$ cat config.mk
export PLATFORM = sky130hd
export DESIGN_NAME = virtual_frame_trigger
export DESIGN_NICKNAME = d
export VERILOG_FILES = /design/src/vft_pkg.sv /design/src/virtual_frame_trigger.sv /design/src/line_trigger_gen.sv
export SDC_FILE = /design/constraint.sdc
export NUM_CORES = 1
export LEC_CHECK = 0
export BUFFER_PORTS_ARGS = -buffer_cell sky130_fd_sc_hd__buf_2
export CAP_MARGIN = 20
export CORE_MARGIN = 3
export CORE_UTILIZATION = 50
export CTS_CLUSTER_DIAMETER = 40
export CTS_CLUSTER_SIZE = 30
export DETAILED_ROUTE_END_ITERATION = 16
export PLACE_DENSITY = 0.7
export SYNTH_ARGS = -nofsm -noshare
export SYNTH_HDL_FRONTEND = slang
export SYNTH_SLANG_ARGS = --single-unit
$ cat constraint.sdc
create_clock -name clk_i -period 3.4 [get_ports clk_i]
set_input_delay 0.34 -clock clk_i [delete_from_list [all_inputs] [get_ports clk_i]]
set_output_delay 0.34 -clock clk_i [all_outputs]
set_load 0.01 [all_outputs]
$ cat src/vft_pkg.sv
// Shared constants, codes and carrier types of the virtual frame trigger
package vft_pkg;

  // Register byte offsets
  localparam logic [7:0] REG_CTRL     = 8'h00;
  localparam logic [7:0] REG_DETECT   = 8'h04;
  localparam logic [7:0] REG_RXSEL    = 8'h08;
  localparam logic [7:0] REG_MAXLINES = 8'h0C;
  localparam logic [7:0] REG_LINEPER  = 8'h10;
  localparam logic [7:0] REG_STATUS   = 8'h14;
  localparam logic [7:0] REG_IRQ_STAT = 8'h18;
  localparam logic [7:0] REG_IRQ_MASK = 8'h1C;
  localparam logic [7:0] REG_EVCNT    = 8'h20;
  localparam logic [7:0] REG_BUFIDX   = 8'h24;

  // Control register bit positions
  localparam int CTRL_TRIG_EN_BIT = 0;
  localparam int CTRL_GRAB_BIT    = 1;
  localparam int CTRL_VAR_BIT     = 2;
  localparam int CTRL_SRC_INT_BIT = 3;

  // Status register field positions
  localparam int STAT_CNT_LSB  = 0;
  localparam int STAT_ST_LSB   = 16;
  localparam int STAT_DUAL_BIT = 18;
  localparam int STAT_T1_BIT   = 19;
  localparam int STAT_T2_BIT   = 20;

  // Interrupt status and mask bit positions
  localparam int IRQ_USED_BIT = 0;
  localparam int IRQ_IGN_BIT  = 1;
  localparam int IRQ_SOF_BIT  = 2;
  localparam int IRQ_EOF_BIT  = 3;
  localparam int IRQ_W        = 4;

  // Trigger detection codes
  localparam logic [6:0] DET_LOW       = 7'h01;
  localparam logic [6:0] DET_HIGH      = 7'h02;
  localparam logic [6:0] DET_RISE      = 7'h04;
  localparam logic [6:0] DET_FALL      = 7'h08;
  localparam logic [6:0] DET_DUAL_RISE = 7'h20;
  localparam logic [6:0] DET_DUAL_FALL = 7'h40;

  // Trigger receiver codes
  localparam logic [6:0] RX_TTL  = 7'h01;
  localparam logic [6:0] RX_DIFF = 7'h02;
  localparam logic [6:0] RX_24V  = 7'h08;
  localparam logic [6:0] RX_12V  = 7'h40;

  // Reset values
  localparam logic [6:0]  DETECT_RST   = DET_RISE;
  localparam logic [6:0]  RXSEL_RST    = RX_TTL;
  localparam logic [15:0] MAXLINES_RST = 16'h000A;
  localparam logic [15:0] LINEPER_RST  = 16'h0100;

  typedef enum logic [1:0] {
    ST_IDLE = 2'b00,
    ST_ARM  = 2'b01,
    ST_CAP  = 2'b11
  } frame_state_t;

  typedef struct packed {
    logic        cyc;
    logic        stb;
    logic        we;
    logic [7:0]  adr;
    logic [3:0]  sel;
    logic [31:0] dat;
  } wb_req_t;

  typedef struct packed {
    logic        ack;
    logic [31:0] dat;
  } wb_rsp_t;

  typedef struct packed {
    logic line_store;
    logic frame_start;
    logic frame_end;
    logic trigger_used_event;
    logic trigger_ignored_event;
  } frame_evt_t;

  typedef struct packed {
    logic        trig_en;
    logic        grab;
    logic        var_mode;
    logic        src_int;
    logic [6:0]  detect;
    logic [6:0]  rx_sel;
    logic [15:0] max_lines;
    logic [15:0] line_period;
  } acquisition_config_params_t;

endpackage

$ cat src/virtual_frame_trigger.sv
// Virtual frame trigger gating for line scan acquisition
// Function
// - The line after a valid start trigger is the frame's first line.
// - Fixed length: capture exactly the configured line count, then end.
// - Variable length: trigger bounds the frame, never beyond the maximum.
// - Level or dual modes keep rolling frames while the condition holds.
// - Single edge modes grab one frame per trigger, no roll over.
// - No trigger events unless a grab is active.
// - Fixed level mode checks the level at frame end to restart.
// - Fixed mode classes each trigger as used or ignored.
// - Variable mode never issues ignored events.
// - Variable mode triggers either start or end a frame.
// - Trigger enable bit turns the external frame trigger on or off.
// - Detection code selects low, high, edge or dual-input edge.
// - Dual-input: input one starts the frame, input two ends it in variable mode and stops roll over in fixed mode.
// - Receiver code selects TTL, differential, 24 V or 12 V.
// - Camera line triggers run continuously regardless of frame state.
// - Line triggers come from the encoder or an internal generator.
//
// Decided for this implementation: the register addresses and the Wishbone register port.
`timescale 1ns/1ps
module virtual_frame_trigger
  import vft_pkg::*;
(
  // Clock and reset
  input  wire logic        clk_i,
  input  wire logic        rst_i,
  // Wishbone register bus
  input  wire wb_req_t     wb_req_i,
  output      wb_rsp_t     wb_rsp_o,
  // External frame trigger inputs
  input  wire logic        trig1_i,
  input  wire logic        trig2_i,
  // Camera side
  input  wire logic        enc_i,
  input  wire logic        cam_line_i,
  output      logic        cam_line_trig_o,
  // Frame control and events
  output      frame_evt_t  evt_o,
  output      logic [15:0] buf_idx_o,
  output      logic [6:0]  rx_sel_o,
  output      logic        irq_o
);

  typedef struct packed {
    acquisition_config_params_t cfg;
    logic [IRQ_W-1:0] irq_stat;
    logic [IRQ_W-1:0] irq_mask;
    logic [15:0]      used_cnt;
    logic [15:0]      ign_cnt;
    frame_state_t     st;
    logic [15:0]      line_cnt;
    logic [15:0]      buf_idx;
    logic             t1_q;
    logic             t2_q;
    logic             dual_act;
    frame_evt_t       evt;
    logic             irq;
    wb_rsp_t          rsp;
  } core_state_t;

  core_state_t s_q;
  core_state_t s_d;

  function automatic logic is_level(input logic [6:0] det);
    return (det == DET_LOW) || (det == DET_HIGH);
  endfunction

  function automatic logic is_dual(input logic [6:0] det);
    return (det == DET_DUAL_RISE) || (det == DET_DUAL_FALL);
  endfunction

  function automatic logic [31:0] merge(input logic [31:0] old,
                                        input logic [31:0] wdat,
                                        input logic [3:0]  sel);
    logic [31:0] res;
    res = old;
    for (int b = 0; b < 4; b++) begin
      if (sel[b]) begin
        res[8*b +: 8] = wdat[8*b +: 8];
      end
    end
    return res;
  endfunction

  logic             t1_rise;
  logic             t1_fall;
  logic             t2_rise;
  logic             t2_fall;
  logic             start_evt;
  logic             end_evt;
  logic             cond_act;
  logic             gate;
  logic             end_now;
  logic [15:0]      nxt_cnt;
  logic             hit;
  logic [31:0]      rv;
  logic [31:0]      wv;
  logic [IRQ_W-1:0] clr;
  logic [IRQ_W-1:0] ev;

  always_comb begin
    s_d       = s_q;
    s_d.evt   = '0;
    t1_rise   = trig1_i & ~s_q.t1_q;
    t1_fall   = ~trig1_i & s_q.t1_q;
    t2_rise   = trig2_i & ~s_q.t2_q;
    t2_fall   = ~trig2_i & s_q.t2_q;
    start_evt = 1'b0;
    end_evt   = 1'b0;
    cond_act  = 1'b0;
    end_now   = 1'b0;
    gate      = s_q.cfg.trig_en & s_q.cfg.grab;
    nxt_cnt   = s_q.line_cnt + 16'h0001;
    hit       = wb_req_i.cyc & wb_req_i.stb & ~s_q.rsp.ack;
    rv        = '0;
    clr       = '0;
    s_d.t1_q  = trig1_i;
    s_d.t2_q  = trig2_i;

    // Register read-back
    if (wb_req_i.adr == REG_CTRL) begin
      rv[CTRL_TRIG_EN_BIT] = s_q.cfg.trig_en;
      rv[CTRL_GRAB_BIT]    = s_q.cfg.grab;
      rv[CTRL_VAR_BIT]     = s_q.cfg.var_mode;
      rv[CTRL_SRC_INT_BIT] = s_q.cfg.src_int;
    end else if (wb_req_i.adr == REG_DETECT) begin
      rv[6:0] = s_q.cfg.detect;
    end else if (wb_req_i.adr == REG_RXSEL) begin
      rv[6:0] = s_q.cfg.rx_sel;
    end else if (wb_req_i.adr == REG_MAXLINES) begin
      rv[15:0] = s_q.cfg.max_lines;
    end else if (wb_req_i.adr == REG_LINEPER) begin
      rv[15:0] = s_q.cfg.line_period;
    end else if (wb_req_i.adr == REG_STATUS) begin
      rv[STAT_CNT_LSB +: 16] = s_q.line_cnt;
      rv[STAT_ST_LSB +: 2]   = s_q.st;
      rv[STAT_DUAL_BIT]      = s_q.dual_act;
      rv[STAT_T1_BIT]        = s_q.t1_q;
      rv[STAT_T2_BIT]        = s_q.t2_q;
    end else if (wb_req_i.adr == REG_IRQ_STAT) begin
      rv[IRQ_W-1:0] = s_q.irq_stat;
    end else if (wb_req_i.adr == REG_IRQ_MASK) begin
      rv[IRQ_W-1:0] = s_q.irq_mask;
    end else if (wb_req_i.adr == REG_EVCNT) begin
      rv = {s_q.ign_cnt, s_q.used_cnt};
    end else if (wb_req_i.adr == REG_BUFIDX) begin
      rv[15:0] = s_q.buf_idx;
    end
    wv = merge(rv, wb_req_i.dat, wb_req_i.sel);

    // One-cycle answer; unmapped reads return zero, unmapped writes drop
    s_d.rsp.ack = hit;
    s_d.rsp.dat = (hit && !wb_req_i.we) ? rv : '0;
    if (hit && wb_req_i.we) begin
      if (wb_req_i.adr == REG_CTRL) begin
        s_d.cfg.trig_en  = wv[CTRL_TRIG_EN_BIT];
        s_d.cfg.grab     = wv[CTRL_GRAB_BIT];
        s_d.cfg.var_mode = wv[CTRL_VAR_BIT];
        s_d.cfg.src_int  = wv[CTRL_SRC_INT_BIT];
      end else if (wb_req_i.adr == REG_DETECT) begin
        s_d.cfg.detect = wv[6:0];
      end else if (wb_req_i.adr == REG_RXSEL) begin
        s_d.cfg.rx_sel = wv[6:0];
      end else if (wb_req_i.adr == REG_MAXLINES) begin
        s_d.cfg.max_lines = wv[15:0];
      end else if (wb_req_i.adr == REG_LINEPER) begin
        s_d.cfg.line_period = wv[15:0];
      end else if (wb_req_i.adr == REG_IRQ_STAT) begin
        clr = wb_req_i.dat[IRQ_W-1:0] & {IRQ_W{wb_req_i.sel[0]}};
      end else if (wb_req_i.adr == REG_IRQ_MASK) begin
        s_d.irq_mask = wv[IRQ_W-1:0];
      end
    end

    // Trigger condition decode; input two only counts in dual modes
    case (s_q.cfg.detect)
      DET_LOW: begin
        start_evt = t1_fall;
        end_evt   = t1_rise;
        cond_act  = ~trig1_i;
      end
      DET_HIGH: begin
        start_evt = t1_rise;
        end_evt   = t1_fall;
        cond_act  = trig1_i;
      end
      DET_RISE: begin
        start_evt = t1_rise;
        end_evt   = t1_rise;
      end
      DET_FALL: begin
        start_evt = t1_fall;
        end_evt   = t1_fall;
      end
      DET_DUAL_RISE: begin
        start_evt = t1_rise;
        end_evt   = t2_rise;
      end
      DET_DUAL_FALL: begin
        start_evt = t1_fall;
        end_evt   = t2_fall;
      end
      default: begin
        start_evt = 1'b0;
      end
    endcase

    // Dual window: open from an input one edge to an input two edge
    if (!is_dual(s_q.cfg.detect)) begin
      s_d.dual_act = 1'b0;
    end else if (start_evt) begin
      s_d.dual_act = 1'b1;
    end else if (end_evt) begin
      s_d.dual_act = 1'b0;
    end
    if (is_dual(s_q.cfg.detect)) begin
      cond_act = s_d.dual_act;
    end

    case (s_q.st)
      ST_IDLE: begin
        if (gate && start_evt) begin
          s_d.evt.trigger_used_event = 1'b1;
          s_d.evt.frame_start        = 1'b1;
          s_d.line_cnt               = '0;
          s_d.st                     = ST_ARM;
        end
      end
      ST_ARM, ST_CAP: begin
        if (gate && start_evt && !s_q.cfg.var_mode) begin
          s_d.evt.trigger_ignored_event = 1'b1;
        end
        if (gate && end_evt && s_q.cfg.var_mode) begin
          s_d.evt.trigger_used_event = 1'b1;
          end_now                    = 1'b1;
        end else if (cam_line_i) begin
          s_d.evt.line_store = 1'b1;
          s_d.line_cnt       = nxt_cnt;
          s_d.st             = ST_CAP;
          if (nxt_cnt >= s_q.cfg.max_lines) begin
            end_now = 1'b1;
          end
        end
      end
      default: begin
        s_d.st = ST_IDLE;
      end
    endcase

    // Roll over only for level and dual modes, never for single edges
    if (end_now) begin
      s_d.evt.frame_end = 1'b1;
      s_d.buf_idx       = s_q.buf_idx + 16'h0001;
      if ((is_level(s_q.cfg.detect) || is_dual(s_q.cfg.detect))
          && cond_act && gate) begin
        s_d.evt.frame_start = 1'b1;
        s_d.line_cnt        = '0;
        s_d.st              = ST_ARM;
      end else begin
        s_d.st = ST_IDLE;
      end
    end

    if (s_d.evt.trigger_used_event) begin
      s_d.used_cnt = s_q.used_cnt + 16'h0001;
    end
    if (s_d.evt.trigger_ignored_event) begin
      s_d.ign_cnt = s_q.ign_cnt + 16'h0001;
    end

    // New events win over a clear in the same cycle
    ev                     = '0;
    ev[IRQ_USED_BIT]       = s_d.evt.trigger_used_event;
    ev[IRQ_IGN_BIT]        = s_d.evt.trigger_ignored_event;
    ev[IRQ_SOF_BIT]        = s_d.evt.frame_start;
    ev[IRQ_EOF_BIT]        = s_d.evt.frame_end;
    s_d.irq_stat           = (s_q.irq_stat & ~clr) | ev;
    s_d.irq                = |(s_d.irq_stat & s_d.irq_mask);
  end

  always_ff @(posedge clk_i) begin
    if (rst_i) begin
      s_q                 <= '0;
      s_q.cfg.detect      <= DETECT_RST;
      s_q.cfg.rx_sel      <= RXSEL_RST;
      s_q.cfg.max_lines   <= MAXLINES_RST;
      s_q.cfg.line_period <= LINEPER_RST;
    end else begin
      s_q <= s_d;
    end
  end

  line_trigger_gen u_line_trig (
    .clk_i       (clk_i),
    .rst_i       (rst_i),
    .src_int_i   (s_q.cfg.src_int),
    .period_i    (s_q.cfg.line_period),
    .enc_i       (enc_i),
    .line_trig_o (cam_line_trig_o)
  );

  assign wb_rsp_o  = s_q.rsp;
  assign evt_o     = s_q.evt;
  assign buf_idx_o = s_q.buf_idx;
  assign rx_sel_o  = s_q.cfg.rx_sel;
  assign irq_o     = s_q.irq;
endmodule

$ cat src/line_trigger_gen.sv
// Continuous camera line trigger from shaft encoder or internal timer
`timescale 1ns/1ps
module line_trigger_gen
  import vft_pkg::*;
(
  // Clock and reset
  input  wire logic        clk_i,
  input  wire logic        rst_i,
  // Source selection
  input  wire logic        src_int_i,
  input  wire logic [15:0] period_i,
  input  wire logic        enc_i,
  // Camera line trigger
  output      logic        line_trig_o
);

  typedef struct packed {
    logic        enc_q;
    logic [15:0] cnt;
    logic        trig;
  } gen_state_t;

  gen_state_t s_q;
  gen_state_t s_d;

  // Never gated by frame state: the camera must run free between frames
  always_comb begin
    s_d       = s_q;
    s_d.enc_q = enc_i;
    s_d.trig  = 1'b0;
    if (src_int_i) begin
      if (s_q.cnt + 16'h0001 >= period_i) begin
        s_d.cnt  = '0;
        s_d.trig = 1'b1;
      end else begin
        s_d.cnt = s_q.cnt + 16'h0001;
      end
    end else begin
      s_d.cnt  = '0;
      s_d.trig = enc_i & ~s_q.enc_q;
    end
  end

  always_ff @(posedge clk_i) begin
    if (rst_i) begin
      s_q <= '0;
    end else begin
      s_q <= s_d;
    end
  end

  assign line_trig_o = s_q.trig;
endmodule

* Word level (Yosys, flattened, before mapping)
Cells that the tools add are included.
Storage, ports and cells: flip-flop bits (word level) 184, input bits 53, output and inout bits 63, logic and storage cells 184
Operators by class: add/sub/neg operators 5, magnitude comparators 2, eq/ne operators 20, mux-type cells 68, bitwise gates (word level) 26, reductions and logical operators 32
Operator list (number):
- $mux 21 | 6
- $mux 16 | 6
- $add 16x1->16 const B | 5
- $mux 4 | 18
- $mux 28 | 2
- $mux 18 | 3
- $mux 34 | 1
- $eq 8x5->1 const B | 4
- $ge 16x16->1 | 2
- $pmux 16 s2 | 1
- $mux 1 | 18
- $mux 9 | 2
- $eq 8x4->1 const B | 2
- $eq 8x6->1 const B | 2
- $mux 8 | 2
- $mux 7 | 2
- $not 1->1 | 13
- $and 4x4->4 | 3
- $mux 12 | 1
- $reduce_or 3->1 | 4
- $ne 3x3->1 const B | 3
- $and 1x1->1 | 8
- $eq 8x3->1 const B | 1
- $logic_and 1x1->1 | 8
- 27 further kinds | 36

* Longest topological paths before layout
Gate-level depths: netlist of the first run.
depth after elaboration 27, depth in mapped cells 18, mapped depth without buffers 15

* Cells and area by module
Synthesis of the first run repeated with hierarchy kept, for this count alone.
Unflattened totals: cell total of the unflattened synthesis 1227, area total of the unflattened synthesis 10172.3 um^2
Modules (own cells, without submodules):
- virtual_frame_trigger | instances 1, cells each 1077, area an instance 8894.8 um^2
- line_trigger_gen | instances 1, cells each 150, area an instance 1277.5 um^2

* Least setup slack after synthesis of the first run
Ideal clock, no wire load.
path kind register -> register, start point register s_q[58] (netlist name), end point register s_q[58] (netlist name), library setup time 0.065 ns, arrival 3.449 ns, path slack -0.114 ns, cell stages (with the launch flop) 19, buffers on the path 3, path through dfxtp_1 > ha_1 > nand3_1 > nor2_1 > and3_1 > clkbuf_1 > and3_1 > nand3_1 > xnor2_1 > ha_1 > a21o_1 > a21o_1 > a32oi_1 > a221oi_1 > or2_1 > buf_2 > nand2b_1 > buf_2 > nor2_1
Between the ends: word-level cells in the longest chain between the ends 7
Ends and longest elaborated chain:
- start, declared | RTL line virtual_frame_trigger.sv:62 | core_state_t s_q;
- $add 16x1->16 | RTL line virtual_frame_trigger.sv:114 | nxt_cnt = s_q.line_cnt + 16'h0001;
- $ge 16x16->1 | RTL line virtual_frame_trigger.sv:241 | if (nxt_cnt >= s_q.cfg.max_lines) begin
- $mux 1 | RTL line virtual_frame_trigger.sv:241
- $mux 1 | RTL line virtual_frame_trigger.sv:237 | end else if (cam_line_i) begin
- $mux 1 | RTL line virtual_frame_trigger.sv:234 | if (gate && end_evt && s_q.cfg.var_mode) begin
- $mux 1 | RTL line virtual_frame_trigger.sv:221 | case (s_q.st)
- $mux 34 (*) | RTL line virtual_frame_trigger.sv:252 | if (end_now) begin
Every way passes the cells marked *; elsewhere a longest branch is shown, timed or not. The select of a mux whose other input is x is not followed. A chain may end at the register's enable or synchronous reset.

* Worst setup path after layout of the first run
start point register s_q[59] (netlist name), end point register s_q[59] (netlist name)
Same word-level chain as after synthesis.

==> impl_results.md, run 1 <==
* Number of synthesized flops with an enable pin at 0
* Post-route setup slack at 0.0805 ns
* CTS tree: yes
* FMAX at between 300 and 400 MHz
* Vias in the first global route at ~8,100
* Routed length per placed instance at 17.4 um
* Fin util at 59.2%
* Layout Skew at ~0.015 ns
* Antenna Nets Post-Route at 0
* RSZ-0062 raised after global routing: yes
* Worst Tran Pin Value at 0.829 ns
* Peak supply drop at 0.000346 V
* Period utilization at approximately 100%
* Ys flop type: dfxtp_1
* Tot GR Track Use at 24.2%
* Crit end category: flip-flop
* CTS Buf Count at 17
* Worst slew margin at between 40 and 50%
* Core ar. at around 0.019 mm2
* Die area at between 0.02 and 0.025 mm2
* Buf+Inv Stages, Crit Path at 1
* Detailed Route WL at between 20 and 30 mm
* Cell family with most CP delay: simple AND/OR/NAND/NOR gates
* Vias at between 8,000 and 9,000
* Diodes inserted at 0
* Yosys cell types at 75
* Largest area contributor in the netlist: dfxtp_1
* Worst skew pair latency at about 0.44 ns
* Worst-path cell chain: nand3_4 > nor3_4 > and3_4 > and3_4 > xor2_1 > ha_1 > a21o_1 > a21o_1 > a21o_1 > a32oi_4 > a221oi_2 > or2_1 > nand2b_4 > buf_8 > nor2_2
* Worst Hold Class: in2reg
* Cells after Synth at 1,194
* Synth Cell Area at 0.00984 mm2
* Placed Area at 0.0103 mm2
* Overall power at between 4 and 5 mW
* # DRC at 0
* Pleak at ~4.5 nW
* PwrDens at 389 mW/mm2
* Violation count after the first detailed-route iteration at approximately 720
* Yosys top cell area share at 37.4%
* Initial antenna violation count at 0
* Max-Cap Viols at 0
* Dpl cells at approximately 1,500
* Yosys warns at 0
* Count of final hold-check violations at 0
* Setup TNS at 0 ns
* WS Path Type: reg2reg
* Height of the die at about 150 um
* Final setup vio count at 0
* Sequential fraction of the synthesis area at a little under two fifths
* Synth area leaders: dfxtp_1, nor2_1, ha_1
* Min Tclk post-route at approximately 3.3 ns
* CP Max Fanout at 8
* Synth cell count leaders: dfxtp_1, nor2_1, nand2_1
* Outcome: complete, no violations
* CTS H-tree depth at 4
* Vias per std cell at about 5.7
* Nature of the critical path startpoint: flip-flop
* Core Rows at 50
* Final max-slew violation count at 0
* Final Cell Area at around 0.011 mm2
* IO Port Bufs at just under 100
* Final layout net count at roughly 1,300
* # clock sinks at between 150 and 200
* Top Ports at 116
* Critical Path AT at ~3.7 ns
* Crit-path max cell delay at ~0.38 ns
* DRT Pass-1 Iters at 5
* Dpl hpwl at 19.0 mm
* CTS Buffer Depth at 2
* Ys async rst share at 0%
* Routability congestion estimate at ~0.93
* Mean Syn Cell Area at 8.24 um2
* Worst Path Required at between 3 and 4 ns
* Register clock-pin slew on the reported worst setup and hold paths at about 0.07 ns
* Slowest CP cell: dfxtp_4
* DP Worst Slack at -0.00106 ns
* Largest net degree at the start of global routing at 60
* # fillers at approximately 1,800
* First-pass GRT wire length at between 40 and 50 mm
* Synth-to-Final Area Change at 14.5%
* Most used cell along the critical path: a21o_1
* Top-count cell post-synth: dfxtp_1
* Post-Layout Cell Count at between 1,500 and 2,000
* GR Overflow Total at 0
* WHS at between 0.1 and 0.15 ns
* Syn Nets at 1,284
* Initial Util at roughly half
* Share of cells above drive strength 1 at between 10% and 20%
* Root Driver: clkbuf_16
* Die W at roughly 150 um
* CTS hold repair buffers at 0
* Flops & latches, synth at 184
-- cell type report --
type / count / area [um2] / share of cell area (%)
clock buffers: 21 / 450 / 4.00
clock inverters: 9 / 143 / 1.27
inverters: 47 / 176 / 1.57
multi-input cells: 841 / 5530 / 49.1
flip-flops and latches: 184 / 3700 / 32.8
well taps: 260 / 325 / 2.89
repair buffers: 152 / 937 / 8.32
-- state kept, by name, indices dropped and copies added (netlist names) --
name	cells
irq_o	1
s_q	104
wb_rsp_o	33
evt_o	5
rx_sel_o	7
u_line_trig.line_trig_o	1
u_line_trig.s_q	17
buf_idx_o	16
-- power by group --
| part | internal [mW] | total [mW] | switching, mW |
|---|---|---|---|
| clock network | 1.18 | 2.06 | 0.876 |
| registers | 2.15 | 2.16 | 0.00264 |
| logic | 0.0574 | 0.173 | 0.115 |
| total | 3.39 | 4.38 | 0.994 |
-- layer usage --
layer | wire, um | global-route usage, % | share of wire [%]
met1 | 12000 | 33.6 | 46
met2 | 11900 | 38.2 | 45
met3 | 1740 | 5.06 | 6.6
met4 | 614 | 7.34 | 2.3
met5 | 0 | 0 | 0
-- kinds of logic after synthesis --
| kind of cell | after synthesis | share of synthesized area, % |
|---|---|---|
| AOI/OAI and AO/OA | 213 | 14.1 |
| xor gates and xnor gates | 71 | 6.32 |
| adders and majority gates | 37 | 4.71 |
| buffers and inverters | 169 | 8.90 |
| DFF | 184 | 37.4 |
| muxes | 31 | 3.34 |
| and+or+nand+nor | 489 | 25.2 |
-- timing repair --
| item | CTS | global route |
|---|---|---|
| setup buffers | 1 | 7 |
| resized for setup | 6 | 54 |
| endpoints found under the setup margin | 17 | 52 |
| pin swaps | 5 | 29 |
-- final timing paths --
path / startpoint / end / slack, ns / cells after the start
max: s_q[59] / s_q[59] / 0.08 / 15
min: enc_i / u_line_trig.s_q[17] / 0.12 / 2
max reg2reg: s_q[59] / s_q[59] / 0.08 / 15
min reg2reg: s_q[127] / s_q[127] / 0.46 / 2
-- cell usage in the layout, fill, tap and decap left out, drive strengths merged, types with 21 or more instances in the layout --
| cell | count |
|---|---|
| nand2 | 110 |
| clkbuf | 21 |
| and3 | 27 |
| nor2b | 32 |
| inv | 49 |
| o21ai | 44 |
| buf | 152 |
| xor2 | 31 |
| or3 | 24 |
| a21oi | 74 |
| ha | 37 |
| dfxtp | 184 |
| xnor2 | 40 |
| nand3 | 53 |
| mux2i | 25 |
| nor3 | 22 |
| nor2 | 136 |
Note: power is estimated with default switching activity, not from simulation.
==> run 2, diff against run 1 <==
CORE_ASPECT_RATIO = 1.1   (was default)
CORE_UTILIZATION = 40   (was 50)
PLACE_DENSITY = 0.58   (was 0.7)
==> run 2 against run 1 <==
Effect of this change: final cell count grew 3.6%; hold slack gained 0.015 ns; clock power is essentially flat; first-iteration DRC count shrank 26%; sequential power is essentially flat; critical path depth grew 2; die area grew 24%; clock skew shrank 0.0024 ns; cell area grew 1.1%; wire length grew 3.5%; via count shrank 1.1%; combinational power shrank 2%; critical path type unchanged.
==> impl_results.md, run 2 (same netlist as run 1, synthesis figures left out) <==
* Setup slack, reg-to-reg at ~0.025 ns
* CTS Buf Count at 17
* Antenna Nets Post-Route at 0
* Vias per std cell at 5.40
* Critical Path AT at approximately 3.8 ns
* Final setup vio count at 0
* Detailed Route WL at roughly 27 mm
* Worst Hold Class: in2reg
* Height of the die at 170 um
* Die area at about 0.027 mm2
* Tot GR Track Use at 20.1%
* Worst Path Required at between 3 and 4 ns
* Overall power at 4.40 mW
* Met1 usage in global routing at a little over a quarter
* CTS Buffer Depth at 2
* Max-Cap Viols at 0
* # fillers at 2,361
* Layout Skew at approximately 0.013 ns
* RSZ-0062 raised after global routing: yes
* IO Port Bufs at 97
* Final max-slew violation count at 0
* Crit end category: flip-flop
* Outcome: complete, no violations
* Met2 Track Usage GR at between 30% and 40%
* Count of final hold-check violations at 0
* WS Path Type: reg2reg
* # DRC at 0
* # clock sinks at roughly 180
* Biggest register: s_q
* GR Overflow Total at 0
* Largest net degree at the start of global routing at ~60
* Diodes inserted at 0
* Share of cells above drive strength 1 at roughly a fifth
* Worst slew margin at between 40% and 50%
* Register clock-pin slew on the reported worst setup and hold paths at around 0.08 ns
* Met3 Usage GRT at between 3 and 4%
* Worst skew pair latency at ~0.44 ns
* Worst Tran Pin Value at between 0.8 and 0.9 ns
* Pleak at between 4 and 5 nW
* Initial antenna violation count at 0
* Routed length per placed instance at about 17 um
* Root Driver: clkbuf_16
* Vias at about 8,500
* WHS at 0.137 ns
* First-pass GRT wire length at about 43 mm
* CP Max Fanout at 5
* Violation count after the first detailed-route iteration at between 500 and 600
* Top Ports at between 100 and 150
* Final layout net count at about 1,300
* Core ar. at 0.0239 mm2
* PwrDens at between 300 and 400 mW/mm2
* DRT Pass-1 Iters at 5
* Commonest cells after routing, fill and taps aside: dfxtp_1, nor2_1, nand2_1, buf_2, a21oi_1
* Post-Layout Cell Count at ~1,600
* Nature of the critical path startpoint: flip-flop
* Peak supply drop at ~0.00027 V
* Vias in the first global route at 7,994
* Min Tclk post-route at between 3 and 4 ns
* Routability congestion estimate at ~0.88
* Fin util at about 48%
* CTS tree: yes
* Post-route setup slack at 0.0253 ns
* Synth-to-Final Area Change at 15.7%
* Dpl cells at 1,527
* Gr busiest metal: met2
* Commonest non-fill, non-tap cell in the layout: dfxtp_1
* Die W at approximately 160 um
* Core Rows at 59
* DP Worst Slack at -0.0972 ns
* FMAX at a little under 300 MHz
* Period utilization at ~99%
* Dpl hpwl at 20.0 mm
* CTS H-tree depth at 4
* Initial Util at between 40 and 50%
* Largest register FFs at 104
[run 2: cell types whose count changed in the layout (fill, tap and decap cells not counted), sizes merged]
cell,change
inv,+7
buf,+6
bufinv,-2
clkbuf,-2
clkinv,+2
clkinvlp,-2
[run 2: per-layer routing]
metal | wire length (um) | share of wire [%]
met5 | 0 | 0
met4 | 808 | 3.0
met3 | 1240 | 4.5
met2 | 12500 | 46
met1 | 12800 | 47
[run 2: final timing paths]
kind | startpoint | end | depth (start not counted)
worst max register to register | s_q[58] | buf_idx_o[15] | 17
worst max-delay path | s_q[58] | buf_idx_o[15] | 17
worst min-delay path | enc_i | u_line_trig.s_q[17] | 2
worst min register to register | s_q[130] | s_q[130] | 2
[run 2: power by group]
part	internal (mW)	total, mW	switching, mW
Sequential	2.15	2.16	0.00293
Combinational	0.0542	0.169	0.114
Clock	1.06	2.07	1.01
[run 2: final cells by class]
class / instances / area (um2) / area share [%]
Tap cell: 305 / 382 / 3.35
Multi-Input combinational cell: 841 / 5530 / 48.6
Sequential cell: 184 / 3690 / 32.5
Clock inverter: 14 / 174 / 1.53
Clock buffer: 18 / 429 / 3.77
Timing Repair Buffer: 159 / 1000 / 8.78
Inverter: 47 / 176 / 1.55
[run 2: what timing repair did]
action / 4_1_cts / 5_1_grt
cloned: 0 / 1
hold buffers: 0 / 0
gates resized for setup: 6 / 46
pin swaps: 2 / 20
endpoints found under the setup margin: 14 / 52
buffers inserted: 1 / 7
[run 2: critical path: stages (launching register included)]
cell and delay, ns:
dfxtp_4 0.39, ha_4 0.16, nand3_4 0.08, nor2_2 0.13, and3_4 0.23, nand3_2 0.10, xnor2_2 0.17, ha_1 0.32
and4_4 0.23, o211ai_1 0.09, o211ai_1 0.18, buf_4 0.15, a32oi_4 0.07, buf_6 0.17, a21o_4 0.22, buf_12 0.14
or3_4 0.36, a21oi_2 0.11
[run 2: per-stage QoR]
stage	TNS (ns)	area (um2)
2_1_floorplan	0	9860
3_3_place_gp	-0.0815	10500
3_5_place_dp	-0.690	10500
4_1_cts	0	11100
5_1_grt	-1.23	11400
6_report	0	11400
==> run 3, diff against run 2 <==
CORE_ASPECT_RATIO = default   (was 1.1)
==> run 3 against run 2 <==
Effect of this change: critical path depth down 1; die area about the same; clock skew down 0.0039 ns; clock-buffer cell count unchanged; sequential power is essentially flat; wire length shrank 0.66%; clock power is 5% lower; register-to-register slack improved by 0.12 ns; hold slack worse by 0.019 ns; sequential cell count unchanged; critical path type unchanged; sequential share of layout area grew 0.32 points.
==> impl_results.md, run 3 (same netlist as run 1, synthesis figures left out) <==
* DP Worst Slack at -0.0306 ns
* CP Max Fanout at 4
* CTS Buf Count at 17
* Core Rows at between 50 and 60
* Worst Path Required at approximately 3.8 ns
* Core ar. at 0.0238 mm2
* Crit-path max cell delay at a little under 0.4 ns
* Worst skew pair latency at between 0.4 and 0.5 ns
* Register clock-pin slew on the reported worst setup and hold paths at ~0.08 ns
* PwrDens at around 380 mW/mm2
* Largest register FFs at approximately 100
* CTS tree: yes
* CTS Buffer Depth at 2
* Vias at 8,358
* FMAX at ~310 MHz
* CTS H-tree depth at 4
* Dpl hpwl at approximately 20 mm
* Biggest register: s_q
* Vias per std cell at between 5 and 6
* Final layout net count at about 1,300
* Min Tclk post-route at ~3.3 ns
* Tot GR Track Use at 20.3%
* # clock sinks at 184
* CTS hold repair buffers at 0
* Post-route setup slack at about 0.15 ns
* Initial Util at approximately two fifths
* Worst slew margin at a little under half
* Worst R2R Path Depth at 16
* Layout Skew at roughly 0.0088 ns
* Peak supply drop at 0.000232 V
* Largest net degree at the start of global routing at 68
* Critical Path AT at 3.63 ns
* Final max-slew violation count at 0
* Die area at 0.0265 mm2
* Crit end category: flip-flop
* Cell family with most CP delay: simple AND/OR/NAND/NOR gates
* Nature of the critical path startpoint: flip-flop
* Diodes inserted at 0
* Die W at between 150 and 200 um
* Hold path depth at 2
* Commonest non-fill, non-tap cell in the layout: dfxtp_1
* Detailed Route WL at ~27 mm
* Routed length per placed instance at between 15 and 20 um
* Root Driver: clkbuf_16
* Synth-to-Final Area Change at 14.7%
* Overall power at between 4 and 5 mW
* Pleak at between 4 and 5 nW
* Top Ports at 116
* Worst Tran Pin Value at approximately 0.78 ns
* Commonest cells after routing, fill and taps aside: dfxtp_1, nor2_1, nand2_1, buf_2, a21oi_1
* GR Overflow Total at 0
* Worst Hold Class: in2reg
* Antenna Nets Post-Route at 0
* Period utilization at a little over nine tenths
* Routability congestion estimate at about 0.9
* Buf+Inv Stages, Crit Path at 2
* # DRC at 0
* Max-Cap Viols at 0
* DRT Pass-1 Iters at 6
* WS Path Type: reg2reg
* IO Port Bufs at 97
* Violation count after the first detailed-route iteration at 559
* Most used cell along the critical path: a21o_1
* Final setup vio count at 0
* Count of final hold-check violations at 0
* Share of cells above drive strength 1 at 19.9%
* RSZ-0062 raised after global routing: yes
* Vias in the first global route at just under 8,000
* Height of the die at 163 um
* Slowest CP cell: dfxtp_2
* First-pass GRT wire length at between 40 and 50 mm
* Total stage count of the critical path at 16
* Initial antenna violation count at 0
* Worst-path cell chain: nand3_2 > nor3_4 > and3_4 > and3_4 > xor2_1 > ha_1 > a21o_1 > a21o_1 > a21o_1 > a32oi_2 > buf_4 > a221oi_2 > or2_1 > nand2b_4 > buf_6 > nor2_2
* Outcome: complete, no violations
## run 3: final timing paths
kind                  from             endpoint  slack (ns)
setup reg to reg   s_q[60]              s_q[61]        0.15
hold reg to reg   s_q[130]             s_q[130]        0.46
setup / recovery   s_q[60]              s_q[61]        0.15
hold / removal       enc_i  u_line_trig.s_q[17]        0.12
## run 3: final cells by class
class | instances | area, um2
Fill cell | 2396 | 12500
Sequential cell | 184 | 3700
Clock buffer | 18 | 439
Inverter | 47 | 176
Clock inverter | 14 | 128
Tap cell | 319 | 399
Timing Repair Buffer | 159 | 973
Multi-Input combinational cell | 841 | 5470
## run 3: routing by layer
| metal | part of all wire [%] | wire, um | track usage, % | vias to the layer above |
|---|---|---|---|---|
| met5 | 0 | 0 | 0 | - |
| met4 | 2.0 | 530 | 6.46 | 0 |
| met3 | 6.3 | 1710 | 4.68 | 23 |
| met2 | 45 | 12100 | 31.0 | 240 |
| met1 | 47 | 12800 | 28.4 | 3904 |
| li1 | - | - | - | 4191 |
## run 3: repair_timing
item | in CTS | in global routing
endpoints found under the setup margin | 17 | 52
pin swaps | 6 | 18
buffers inserted | 3 | 4
resized for setup | 7 | 40
## run 3: through the flow
step                cells  util [%]  TNS (ns)  hold slack (ns)  cell area [um2]
global placement     1543      44.0         0            0.440            10500
detailed placement   1543      44.0   -0.0934            0.445            10500
finish               1582      47.4         0            0.118            11300
global route         1582      47.4    -0.231            0.124            11300
CTS                  1578      46.5         0            0.105            11100
floorplan            1194         -         0            0.432             9860
## run 3: power by group
group | leakage [nW] | switching, mW | internal (mW)
clock | 0.280 | 0.966 | 0.990
combinational | 2.83 | 0.115 | 0.0568
sequential | 1.49 | 0.00244 | 2.15
